[src/lift_access_regs.vh]
// Purpose: Constants for the shaft access safety logic
// Assumes: 32-bit APB, one register per aligned word
// Notes: All times in their own unit; cycle counts derived in code
//
// Notes on behaviour
// - Door opening sets its own access latch
// - Latched access blocks normal, permits inspection
// - Access latches kept in non-volatile store
// - Safe input forces locked access at boot
// - Roof and pit latches clear independently
// - Pit reset also unlocks pit inspection
// - Reset press valid only held 3 to 6 s
// - Reset needs that point's inspection off
// - Reset needs that point's safeguard inactive
// - Reset needs safety circuit closed
// - Normal operation only with both latches clear
// - Stopping function always on, with end switches
// - End switch opens circuit, then brake if no decel
// - Brake trip holds circuit relay open until cleared on site
// - Stopping trip stored, cleared only on site
// - Movement with open circuit opens both relays
// - Traction trip latches, on-site clear only
// - Reaction 69 ms standstill, 609-919 ms brake
`ifndef LIFT_ACCESS_REGS_VH
`define LIFT_ACCESS_REGS_VH

// ----------------------------------------------------------------
// Register offsets
// ----------------------------------------------------------------
`define REG_CLEAR_OFS 12'h000
`define REG_STATUS_OFS 12'h004
`define REG_BRAKE_MS_OFS 12'h008
`define REG_WIRED_OFS 12'h00C

// ----------------------------------------------------------------
// Field positions and reset values
// ----------------------------------------------------------------
`define CLEAR_STOP_BIT 0
`define CLEAR_TRACTION_BIT 1
`define NV_ROOF_BIT 0
`define NV_PIT_BIT 1
`define NV_STOP_BIT 2
`define NV_TRACTION_BIT 3
`define BRAKE_MS_RESET 10'h261
`define WIRED_RESET 2'h3

// ----------------------------------------------------------------
// Timing
// ----------------------------------------------------------------
`define CLK_HZ 125000000
`define HOLD_MIN_MS 3000
`define HOLD_MAX_MS 6000
`define STANDSTILL_MS 69
`define DECEL_WAIT_MS 100

`endif

[src/lift_shaft_access_safety_logic.v]
// Purpose: Latching shaft access, stopping and traction safety logic
// Assumes: Pins are asynchronous; NV store answers on pclk
// Notes: Relay outputs high means relay energised (circuit closed)
//
// Implementation choices: the APB interface to the registers and the register offsets.
`timescale 1ns/10ps
`default_nettype none
`include "lift_access_regs.vh"
module lift_shaft_access_safety_logic #(
  parameter integer CYCLES_PER_MS = `CLK_HZ / 1000,
  parameter integer HOLD_MIN_MS = `HOLD_MIN_MS,
  parameter integer HOLD_MAX_MS = `HOLD_MAX_MS
) (
  input wire pclk,
  input wire presetn,
  // APB slave
  input wire psel,
  input wire penable,
  input wire pwrite,
  input wire [11:0] paddr,
  input wire [31:0] pwdata,
  output reg [31:0] prdata,
  output wire pready,
  output reg pslverr,
  // Pins from the shaft
  input wire roof_door_closed,
  input wire pit_door_closed,
  input wire roof_reset_btn,
  input wire pit_reset_btn,
  input wire roof_insp_on,
  input wire pit_insp_on,
  input wire roof_guard_active,
  input wire pit_guard_active,
  input wire safety_circuit_closed,
  input wire roof_end_switch,
  input wire pit_end_switch,
  input wire car_moving,
  input wire car_decelerating,
  input wire boot_locked_cfg,
  input wire site_key,
  // Non-volatile store
  input wire nv_rd_valid,
  input wire [3:0] nv_rd_data,
  output reg nv_wr_en,
  output reg [3:0] nv_wr_data,
  // Outputs
  output reg safety_circuit_relay,
  output reg safety_brake_relay,
  output reg normal_op_allowed,
  output reg inspection_allowed,
  output reg pit_insp_unlock
);

  localparam integer PIN_W = 15;
  localparam ST_LOAD = 1'b0;
  localparam ST_RUN = 1'b1;
  localparam integer STANDSTILL_MS = `STANDSTILL_MS;
  localparam integer DECEL_WAIT_MS = `DECEL_WAIT_MS;
  // ----------------------------------------------------------------
  // Three-stage pin synchroniser, change taken when stages 2 and 3 agree
  // ----------------------------------------------------------------
  wire [PIN_W-1:0] pin_raw;
  reg [PIN_W-1:0] sync1;
  reg [PIN_W-1:0] sync2;
  reg [PIN_W-1:0] sync3;
  reg [PIN_W-1:0] pin;
  assign pin_raw = {site_key, boot_locked_cfg, car_decelerating, car_moving,
    pit_end_switch, roof_end_switch, safety_circuit_closed, pit_guard_active,
    roof_guard_active, pit_insp_on, roof_insp_on, pit_reset_btn,
    roof_reset_btn, pit_door_closed, roof_door_closed};
  always @(posedge pclk or negedge presetn) begin
    if (!presetn) begin
      sync1 <= {PIN_W{1'b0}};
      sync2 <= {PIN_W{1'b0}};
      sync3 <= {PIN_W{1'b0}};
      pin <= {PIN_W{1'b0}};
    end else begin
      sync1 <= pin_raw;
      sync2 <= sync1;
      sync3 <= sync2;
      pin <= (sync3 & ~(sync2 ^ sync3)) | (pin & (sync2 ^ sync3));
    end
  end
  wire roof_closed = pin[0];
  wire pit_closed = pin[1];
  wire roof_btn = pin[2];
  wire pit_btn = pin[3];
  wire roof_insp = pin[4];
  wire pit_insp = pin[5];
  wire roof_guard = pin[6];
  wire pit_guard = pin[7];
  wire circuit_closed = pin[8];
  wire end_switch_any = pin[9] | pin[10];
  wire moving = pin[11];
  wire decelerating = pin[12];
  wire boot_locked = pin[13];
  wire key_on = pin[14];
  // ----------------------------------------------------------------
  // One millisecond enable
  // ----------------------------------------------------------------
  reg [19:0] div_cnt;
  reg ms_tick;
  always @(posedge pclk or negedge presetn) begin
    if (!presetn) begin
      div_cnt <= 20'h00000;
      ms_tick <= 1'b0;
    end else if (div_cnt >= CYCLES_PER_MS[19:0] - 20'h00001) begin
      div_cnt <= 20'h00000;
      ms_tick <= 1'b1;
    end else begin
      div_cnt <= div_cnt + 20'h00001;
      ms_tick <= 1'b0;
    end
  end
  // ----------------------------------------------------------------
  // Reset press qualification
  // ----------------------------------------------------------------
  wire roof_press_ok;
  wire pit_press_ok;
  reset_press_qualifier #(.MIN_MS(HOLD_MIN_MS), .MAX_MS(HOLD_MAX_MS)) u_roof_press (
    .pclk(pclk), .presetn(presetn), .ms_tick(ms_tick), .btn(roof_btn),
    .valid(roof_press_ok));
  reset_press_qualifier #(.MIN_MS(HOLD_MIN_MS), .MAX_MS(HOLD_MAX_MS)) u_pit_press (
    .pclk(pclk), .presetn(presetn), .ms_tick(ms_tick), .btn(pit_btn),
    .valid(pit_press_ok));
  // ----------------------------------------------------------------
  // APB registers
  // ----------------------------------------------------------------
  reg [9:0] brake_ms;
  reg [1:0] wired;
  reg clear_stop_req;
  reg clear_traction_req;
  reg state;
  reg roof_latch;
  reg pit_latch;
  reg stop_latch;
  reg traction_latch;
  wire setup = psel && !penable;
  wire wr_done = psel && penable && pwrite;
  wire mapped = (paddr == `REG_CLEAR_OFS) || (paddr == `REG_STATUS_OFS) ||
    (paddr == `REG_BRAKE_MS_OFS) || (paddr == `REG_WIRED_OFS);
  assign pready = 1'b1;
  // Read data and error captured in the setup cycle
  always @(posedge pclk or negedge presetn) begin
    if (!presetn) begin
      prdata <= 32'h00000000;
      pslverr <= 1'b0;
    end else if (setup) begin
      pslverr <= !mapped;
      case (paddr)
        `REG_STATUS_OFS: prdata <= {20'h00000, key_on, circuit_closed,
          pit_insp_unlock, state, safety_brake_relay, safety_circuit_relay,
          normal_op_allowed, inspection_allowed, traction_latch, stop_latch,
          pit_latch, roof_latch};
        `REG_BRAKE_MS_OFS: prdata <= {22'h000000, brake_ms};
        `REG_WIRED_OFS: prdata <= {30'h00000000, wired};
        default: prdata <= 32'h00000000;
      endcase
    end
  end
  // Writable settings and clear strobes
  always @(posedge pclk or negedge presetn) begin
    if (!presetn) begin
      brake_ms <= `BRAKE_MS_RESET;
      wired <= `WIRED_RESET;
      clear_stop_req <= 1'b0;
      clear_traction_req <= 1'b0;
    end else begin
      clear_stop_req <= wr_done && (paddr == `REG_CLEAR_OFS) &&
        pwdata[`CLEAR_STOP_BIT];
      clear_traction_req <= wr_done && (paddr == `REG_CLEAR_OFS) &&
        pwdata[`CLEAR_TRACTION_BIT];
      if (wr_done && (paddr == `REG_BRAKE_MS_OFS)) begin
        brake_ms <= pwdata[9:0];
      end
      if (wr_done && (paddr == `REG_WIRED_OFS)) begin
        wired <= pwdata[1:0];
      end
    end
  end
  // ----------------------------------------------------------------
  // Access monitoring latches
  // ----------------------------------------------------------------
  wire roof_open_evt = wired[0] && !roof_closed;
  wire pit_open_evt = wired[1] && !pit_closed;
  // Reset interlocks per access point
  wire roof_clear_ok = roof_press_ok && !roof_insp && !roof_guard &&
    circuit_closed;
  wire pit_clear_ok = pit_press_ok && !pit_insp && !pit_guard &&
    circuit_closed;
  // ----------------------------------------------------------------
  // Loss of traction monitor
  // ----------------------------------------------------------------
  reg circuit_q;
  reg was_moving;
  reg [9:0] open_ms;
  reg [6:0] still_ms;
  reg traction_evt;
  // Timers started when the safety circuit opens
  always @(posedge pclk or negedge presetn) begin
    if (!presetn) begin
      circuit_q <= 1'b1;
      was_moving <= 1'b0;
      open_ms <= 10'h000;
      still_ms <= 7'h00;
      traction_evt <= 1'b0;
    end else begin
      circuit_q <= circuit_closed;
      traction_evt <= 1'b0;
      if (circuit_closed || state != ST_RUN) begin
        open_ms <= 10'h000;
        still_ms <= 7'h00;
      end else begin
        if (circuit_q) begin
          was_moving <= moving;
        end
        if (ms_tick && open_ms != 10'h3FF) begin
          open_ms <= open_ms + 10'h001;
        end
        if (!moving) begin
          still_ms <= 7'h00;
        end else if (ms_tick && still_ms != 7'h7F) begin
          still_ms <= still_ms + 7'h01;
        end
        // Brake monitoring: still moving after the brake time
        if (was_moving && moving && open_ms >= brake_ms) begin
          traction_evt <= 1'b1;
        end
        // Standstill monitoring: movement from the stop position
        if (!was_moving && still_ms >= STANDSTILL_MS[6:0]) begin
          traction_evt <= 1'b1;
        end
      end
    end
  end
  // ----------------------------------------------------------------
  // Pre-triggered stopping, always armed with the end switches
  // ----------------------------------------------------------------
  reg [7:0] decel_ms;
  reg stop_evt;
  always @(posedge pclk or negedge presetn) begin
    if (!presetn) begin
      decel_ms <= 8'h00;
      stop_evt <= 1'b0;
    end else begin
      stop_evt <= 1'b0;
      // No enable exists: end switch, moving car, no deceleration and run state gate it
      if (!end_switch_any || !moving || decelerating || state != ST_RUN) begin
        decel_ms <= 8'h00;
      end else if (decel_ms >= DECEL_WAIT_MS[7:0]) begin
        stop_evt <= 1'b1;
      end else if (ms_tick) begin
        decel_ms <= decel_ms + 8'h01;
      end
    end
  end
  // ----------------------------------------------------------------
  // Latches, restore sequence and store writes
  // ----------------------------------------------------------------
  reg [3:0] next_latches;
  always @* begin
    next_latches = {traction_latch, stop_latch, pit_latch, roof_latch};
    // Events win over clears in the same cycle
    if (pit_clear_ok) begin
      next_latches[`NV_PIT_BIT] = 1'b0;
    end
    if (roof_clear_ok) begin
      next_latches[`NV_ROOF_BIT] = 1'b0;
    end
    if (clear_stop_req && key_on) begin
      next_latches[`NV_STOP_BIT] = 1'b0;
    end
    if (clear_traction_req && key_on) begin
      next_latches[`NV_TRACTION_BIT] = 1'b0;
    end
    if (roof_open_evt) begin
      next_latches[`NV_ROOF_BIT] = 1'b1;
    end
    if (pit_open_evt) begin
      next_latches[`NV_PIT_BIT] = 1'b1;
    end
    if (stop_evt) begin
      next_latches[`NV_STOP_BIT] = 1'b1;
    end
    if (traction_evt) begin
      next_latches[`NV_TRACTION_BIT] = 1'b1;
    end
  end
  // Restore from the store first, then run
  always @(posedge pclk or negedge presetn) begin
    if (!presetn) begin
      state <= ST_LOAD;
      roof_latch <= 1'b1;
      pit_latch <= 1'b1;
      stop_latch <= 1'b1;
      traction_latch <= 1'b1;
      nv_wr_en <= 1'b0;
      nv_wr_data <= 4'hF;
      pit_insp_unlock <= 1'b0;
    end else begin
      nv_wr_en <= 1'b0;
      pit_insp_unlock <= 1'b0;
      case (state)
        ST_LOAD: begin
          if (nv_rd_valid) begin
            state <= ST_RUN;
            // Stored state, or locked boot when configured
            roof_latch <= nv_rd_data[`NV_ROOF_BIT] | (boot_locked & wired[0]);
            pit_latch <= nv_rd_data[`NV_PIT_BIT] | (boot_locked & wired[1]);
            stop_latch <= nv_rd_data[`NV_STOP_BIT];
            traction_latch <= nv_rd_data[`NV_TRACTION_BIT];
            nv_wr_data <= nv_rd_data;
          end
        end
        ST_RUN: begin
          roof_latch <= next_latches[`NV_ROOF_BIT];
          pit_latch <= next_latches[`NV_PIT_BIT];
          stop_latch <= next_latches[`NV_STOP_BIT];
          traction_latch <= next_latches[`NV_TRACTION_BIT];
          // Pit reset also frees a locked pit inspection
          pit_insp_unlock <= pit_clear_ok && !pit_open_evt;
          // Every latch change is written through
          if (next_latches != {traction_latch, stop_latch, pit_latch,
              roof_latch}) begin
            nv_wr_en <= 1'b1;
            nv_wr_data <= next_latches;
          end
        end
        default: begin
          state <= ST_LOAD;
        end
      endcase
    end
  end
  // ----------------------------------------------------------------
  // Relay and mode outputs
  // ----------------------------------------------------------------
  wire access_latched = roof_latch | pit_latch;
  wire insp_any = roof_insp | pit_insp;
  always @(posedge pclk or negedge presetn) begin
    if (!presetn) begin
      safety_circuit_relay <= 1'b0;
      safety_brake_relay <= 1'b0;
      normal_op_allowed <= 1'b0;
      inspection_allowed <= 1'b0;
    end else if (state != ST_RUN) begin
      safety_circuit_relay <= 1'b0;
      safety_brake_relay <= 1'b0;
      normal_op_allowed <= 1'b0;
      inspection_allowed <= 1'b0;
    end else begin
      // Only with both access points reset
      normal_op_allowed <= !access_latched && !insp_any;
      // Inspection only with doors closed and locked again
      inspection_allowed <= roof_closed && pit_closed;
      // Brake trip or traction trip keeps the circuit open
      safety_circuit_relay <= !stop_latch && !traction_latch &&
        !end_switch_any && !(access_latched && !insp_any);
      safety_brake_relay <= !stop_latch && !traction_latch;
    end
  end
endmodule
`default_nettype wire

[src/reset_press_qualifier.v]
// Purpose: Qualify a reset button press by its hold time
// Assumes: btn is already synchronised, ms_tick is a 1 ms enable
// Notes: valid pulses one cycle on release of a good press
`timescale 1ns/10ps
`default_nettype none
module reset_press_qualifier #(
  parameter integer MIN_MS = 3000,
  parameter integer MAX_MS = 6000
) (
  input wire pclk,
  input wire presetn,
  input wire ms_tick,
  input wire btn,
  output reg valid
);

  reg [12:0] held_ms;
  reg btn_q;

  // ----------------------------------------------------------------
  // Hold timer, saturating past the upper limit
  // ----------------------------------------------------------------
  always @(posedge pclk or negedge presetn) begin
    if (!presetn) begin
      held_ms <= 13'h0000;
      btn_q <= 1'b0;
      valid <= 1'b0;
    end else begin
      btn_q <= btn;
      // Release of a press inside the window only
      valid <= btn_q && !btn && (held_ms >= MIN_MS[12:0]) &&
        (held_ms <= MAX_MS[12:0]);
      if (!btn) begin
        held_ms <= 13'h0000;
      end else if (ms_tick && (held_ms <= MAX_MS[12:0])) begin
        held_ms <= held_ms + 13'h0001;
      end
    end
  end

endmodule
`default_nettype wire

[config.mk]
export PLATFORM = sky130hd
export DESIGN_NAME = lift_shaft_access_safety_logic
export DESIGN_NICKNAME = d
export VERILOG_FILES = /design/src/lift_shaft_access_safety_logic.v /design/src/reset_press_qualifier.v
export VERILOG_INCLUDE_DIRS = /design/src
export SDC_FILE = /design/constraint.sdc
export NUM_CORES = 1
export LEC_CHECK = 0
export BUFFER_PORTS_ARGS = -buffer_cell sky130_fd_sc_hd__buf_2
export CAP_MARGIN = 10
export CORE_ASPECT_RATIO = 0.75
export CORE_UTILIZATION = 52
export DETAILED_ROUTE_END_ITERATION = 7
export PLACE_DENSITY = 0.85
export SYNTH_ARGS = -nofsm -noshare
export SYNTH_HDL_FRONTEND = slang
export SYNTH_HIERARCHICAL = 1
export SYNTH_SLANG_ARGS = --single-unit
[constraint.sdc]
create_clock -name pclk -period 1.7 [get_ports pclk]
set_input_delay 0.34 -clock pclk [delete_from_list [all_inputs] [get_ports pclk]]
set_output_delay 0.34 -clock pclk [all_outputs]
set_load 0.005 [all_outputs]
* Word level (Yosys, flattened, before mapping) *
Cells that the tools add are included.

word-level totals
  flip-flop bits (word level) = 202
  output and inout bits = 44
  logic and storage cells = 195

operators by class
  add/sub/neg operators = 6
  $lt $le $gt $ge = 8
  eq/ne operators = 12
  mux-type cells = 48
  bitwise gates (word level) = 14
  reductions and logical operators = 70

operator list
  cell                                                     count
  two-way mux 13 bit                                       4
  logical AND 1 bit                                        38
  case mux 12 bit (3 select lines)                         1
  bitwise AND 15 bit                                       2
  two-way mux 1 bit                                        27
  adder 13 x 1 -> 13 bit (second input constant)           2
  >= comparator 13 x 12 -> 1 bit (second input constant)   2
  less-or-equal comparator 13 bit (second input constant)  2
  equality test 12 x 4 -> 1 bit (second input constant)    2
  two-way mux 8 bit                                        3
  two-way mux 7 bit                                        3
  adder 20 x 1 -> 20 bit (second input constant)           1
  >= comparator 20 x 17 -> 1 bit (second input constant)   1
  two-way mux 10 bit                                       2
  two-way mux 20 bit                                       1
  logical NOT 1 bit                                        19
  inverter 15 bit                                          1
  bitwise OR 15 bit                                        1
  XOR 15 bit                                               1
  equality test 12 x 3 -> 1 bit (second input constant)    1
  logical NOT 12 bit                                       1
  adder 10 x 1 -> 10 bit (second input constant)           1
  >= comparator 10 bit                                     1
  inequality test 10 bit (second input constant)           1
  18 further kinds                                         40

* Depth between registers and ports, before layout *
  depth in word-level cells = 9
  depth in mapped cells = 8

* Modules after synthesis *
The synthesis kept the hierarchy.

modules (own cells, without submodules)
  module                          times used  cells an instance  area an instance (um^2)  seq. area each (um^2)
  lift_shaft_access_safety_logic  1           546                6,338.6                  3,822.4
  reset_press_qualifier           2           86                 862.1                    375.4

* Worst setup path before layout *
OpenSTA, ideal clock, no wires.

  path type = reg-to-reg
  start = register u_pit_press.held_ms[0]
  end = register u_pit_press.held_ms[12]
  library setup time = 0.122 ns
  arrival time = 1.778 ns
  required time = 1.578 ns
  path slack = -0.200 ns
  stages on the path, launching flop included = 9
  path buffers = 1
  clock period less this slack = 1.900 ns
  cells stage by stage = dfrtp_1 inv_1 ha_1 nor3b_1 or4_4 nand3_4 buf_12 nor2_2 a32o_1

between the ends
  word-level cells in the longest chain between the ends = 3

ends and longest elaborated chain
  item                                                                              line                                                    RTL
  start: declaration                                                                reset_press_qualifier.v:17                              reg [12:0] held_ms;
  start signal: assignment                                                          reset_press_qualifier.v:36                              held_ms <= held_ms + 13'h0001;
  adder 13 x 1 -> 13 bit / less-or-equal comparator 13 bit (equally long branches)  reset_press_qualifier.v:36, reset_press_qualifier.v:35
  two-way mux 13 bit / logical AND 1 bit (equally long branches)                    reset_press_qualifier.v:35                              end else if (ms_tick && (held_ms <= MAX_MS[12:0])) begin
  two-way mux 13 bit / inequality test 2 x 1 -> 1 bit (equally long branches)       -

Several ways; a longest one is shown, not always the timed one. The select of a mux whose other input is x is not followed.
A chain may end at the register's enable or synchronous reset.

* Worst setup path in the final report *
  start = register u_pit_press.held_ms[0]
  end = register u_pit_press.held_ms[6]

The elaborated chain is that of the path after synthesis.

==> impl_metrics.toml <==
[power]
p_clk_frac = 0.417
p_per_area_nw_per_um2 = 952
pwr-share-comb = 0.106
switching_share = 0.249
peakVddDrop_mv = 0.807
p_leak_nw = 4.83
power.switching_mw = 2.50
p_seq_frac = 0.477
p_int_mw = 7.53

[yosys]
async_reset_ff_frac = 1.00
synthCells = 718
synth_edf_count = 0
ys_warn_count = 6
yosysSeqAreaShare = 0.567
avgSynthCellArea_um2 = 11.2
synth-seq-cells = 182
synth.distinct_cells = 74
yosys_most_used_dff = "dfrtp_1"
syn_area_um2 = 8060

[clock_tree]
cts_buffers = 17
cts_max_level = 4
root_buffer = "clkbuf_16"
clock_latency_ns = 0.44
cts_sinks = 182
clockBufferDepth = 2
clkTransAtPathRegs_ns = 0.07
cts_tree = "built"

[grt]
grt_pass1_wl_mm = 29.9
antenna_found_initial = 0
grt_usage = 0.242
gr-total-overflow = 0
grt_max_degree = 41
grt_pass1_vias = 6119

[floorplan]
initial_utilization = 0.531
die_w_um = 146
num_rows = 39
die-height_um = 110
core_area_um2 = 15200
die_area_um2 = 16000
io_pins = 113

[placement]
dp_hpwl_mm = 11.7
portBuffers = 69
pre_cts_ws_ns = -0.252
routabilityCongestion = 0.853

[timing]
worst_pin_slew_ns = 0.741
drv_slew = 0
period_share = 1.12
clock.fmax_mhz = 527
slew_headroom = 0.503
grt_setup_unrepaired = "true"
skew_ns = 0.0142
finalSetupViolCount = 31
hold_violations = 0
min_period_ns = 1.90
setup_slack_ns = -0.199
timing.setup.tns_ns = -2.82

[routing]
vias_per_cell = 5.57
drt-total-wl_mm = 19.7
drcViolationCount = 0
drt_iter0_drc = 470
ant_nets = 0
routedWlPerCell_um = 17.6
num_vias = 6247
firstDrtPassIters = 5

[hold_path]
min_path_cells = 1
hold_class = "primary input to flop"

[setup_path]
r2r_cells = 7
path_class = "flop to flop"
cp-end-kind = "flop"
worstPathMaxFanout = 6
crit_arrival_ns = 2.25
required_ns = 2.05
r2r_slack_ns = -0.20
critPathLaunchType = "flop"

[cells_and_area]
antenna_cells = 0
fill_cells = 961
syn_to_final_growth_pct = 30.7
drive_above_1_share = 0.333
final_nets = 992

[status]
violations = "negative setup slack"
status = "complete, but fails checks"

[run]
cap_violations = 0
metal layers:
layer / vias up / wire length [µm] / GRT usage
met2: 201 / 9620 / 0.401
met3: 40 / 966 / 0.0577
met5: - / 0 / 0
li1: 2860 / - / -
met4: 0 / 375 / 0.0842
met1: 3146 / 8770 / 0.315
Yosys cell counts (all sizes together), types with 11 or more instances:
cell type	n	area [µm²]
clkbuf	14	52.6
ha	20	250
dfrtp	167	4180
dfstp	15	394
nor2	61	236
nor3	11	71.3
inv	40	150
o21ai	30	154
nor4	12	111
nand2	66	248
xnor2	17	149
o31ai	13	97.6
nand4	15	93.8
nand3	24	160
xor2	17	149
maj3	15	150
a21oi	16	91.3
buf	26	218
sequential cells by signal (all words and copies together) (netlist names), 2 cells and up, named ones only:
| register | flops |
|---|---|
| brake_ms | 10 |
| decel_ms | 8 |
| div_cnt | 20 |
| nv_wr_data | 4 |
| open_ms | 10 |
| prdata | 12 |
| still_ms | 7 |
| sync1 | 15 |
| sync2 | 15 |
| sync3 | 15 |
| u_pit_press/held_ms | 13 |
| u_roof_press/held_ms | 13 |
| wired | 2 |
worst max-delay path: stages, from the launching register on:
cell and delay (ns):
dfrtp_1 0.38, inv_1 0.07, ha_2 0.17, nor3b_4 0.18
or4_4 0.19, nand3_4 0.15, or4_1 0.51, a21boi_1 0.17
power by group through the flow:
stage	Combinational (mW)	Sequential [mW]	Clock, mW
finish	1.07	4.78	4.18
detailed placement	0.864	4.83	0
floorplan	0.432	4.82	0
global placement	0.839	4.82	0
CTS	0.944	4.76	4.20
global route	1.16	4.80	4.42
worst paths after layout:
| check | startpoint | endpoint |
|---|---|---|
| min | roof_insp_on | sync1[4] |
| max reg2reg | u_pit_press/held_ms[0] | u_pit_press/held_ms[6] |
| min in group asynchronous | presetn | sync3[14] |
| min reg2reg | sync1[13] | sync2[13] |
| max in group asynchronous | presetn | nv_wr_data[0] |
| max | u_pit_press/held_ms[0] | u_pit_press/held_ms[6] |
kinds of logic (layout without fill, tap and decap cells):
| group | count (synthesis) | in the layout | synth area share |
|---|---|---|---|
| and+or+nand+nor | 254 | 256 | 0.173 |
| DFF | 182 | 182 | 0.567 |
| AOI/OAI and AO/OA | 114 | 117 | 0.0985 |
| buffers and inverters | 81 | 252 | 0.0526 |
| adders and majority gates | 35 | 35 | 0.0497 |
| xor gates and xnor gates | 34 | 34 | 0.0369 |
| muxes | 16 | 16 | 0.0208 |
| other | 2 | 24 | 0.000931 |
layout by cell type, fill, tap and decap left out, drive strengths merged, types with 16 or more instances in the layout:
master,netlist,routed
xnor2,17,17
nand2,66,66
a21oi,16,16
nand3,24,26
o21ai,30,33
nor2,61,61
buf,26,167
conb,2,24
xor2,17,17
dfrtp,167,167
clkbuf,14,20
ha,20,20
inv,40,44
metrics by stage:
stage                     hold slack (ns)  instances  area, µm²  power (mW)  utilization
after CTS                        0.000210       1101      10100        9.91        0.663
after global routing              0.00144       1121      10500        10.4        0.694
after detailed placement            0.275       1054       9170        5.69        0.604
final                             0.00884       1121      10500        10.0        0.694
after floorplan                    0.0444        740       8180        5.25            -
after global placement              0.276       1054       9170        5.66        0.604
area by class of cell:
class / count / area [µm²] / area share
multi-input combinational: 482 / 3640 / 0.346
clock inverter: 12 / 165 / 0.0157
sequential: 182 / 4570 / 0.434
clock buffer: 20 / 457 / 0.0433
timing repair buffer: 179 / 1290 / 0.122
inverter: 41 / 154 / 0.0146
tap: 205 / 256 / 0.0243
repair_timing:
item,4_1_cts,5_1_grt
cloned,4,1
hold endpoints to repair,26,10
buffers inserted,9,9
pin swaps,21,37
hold buffers,2,10
endpoints found under the setup margin,47,53
gates resized for setup,31,54
(Power assumes the default switching activity.)
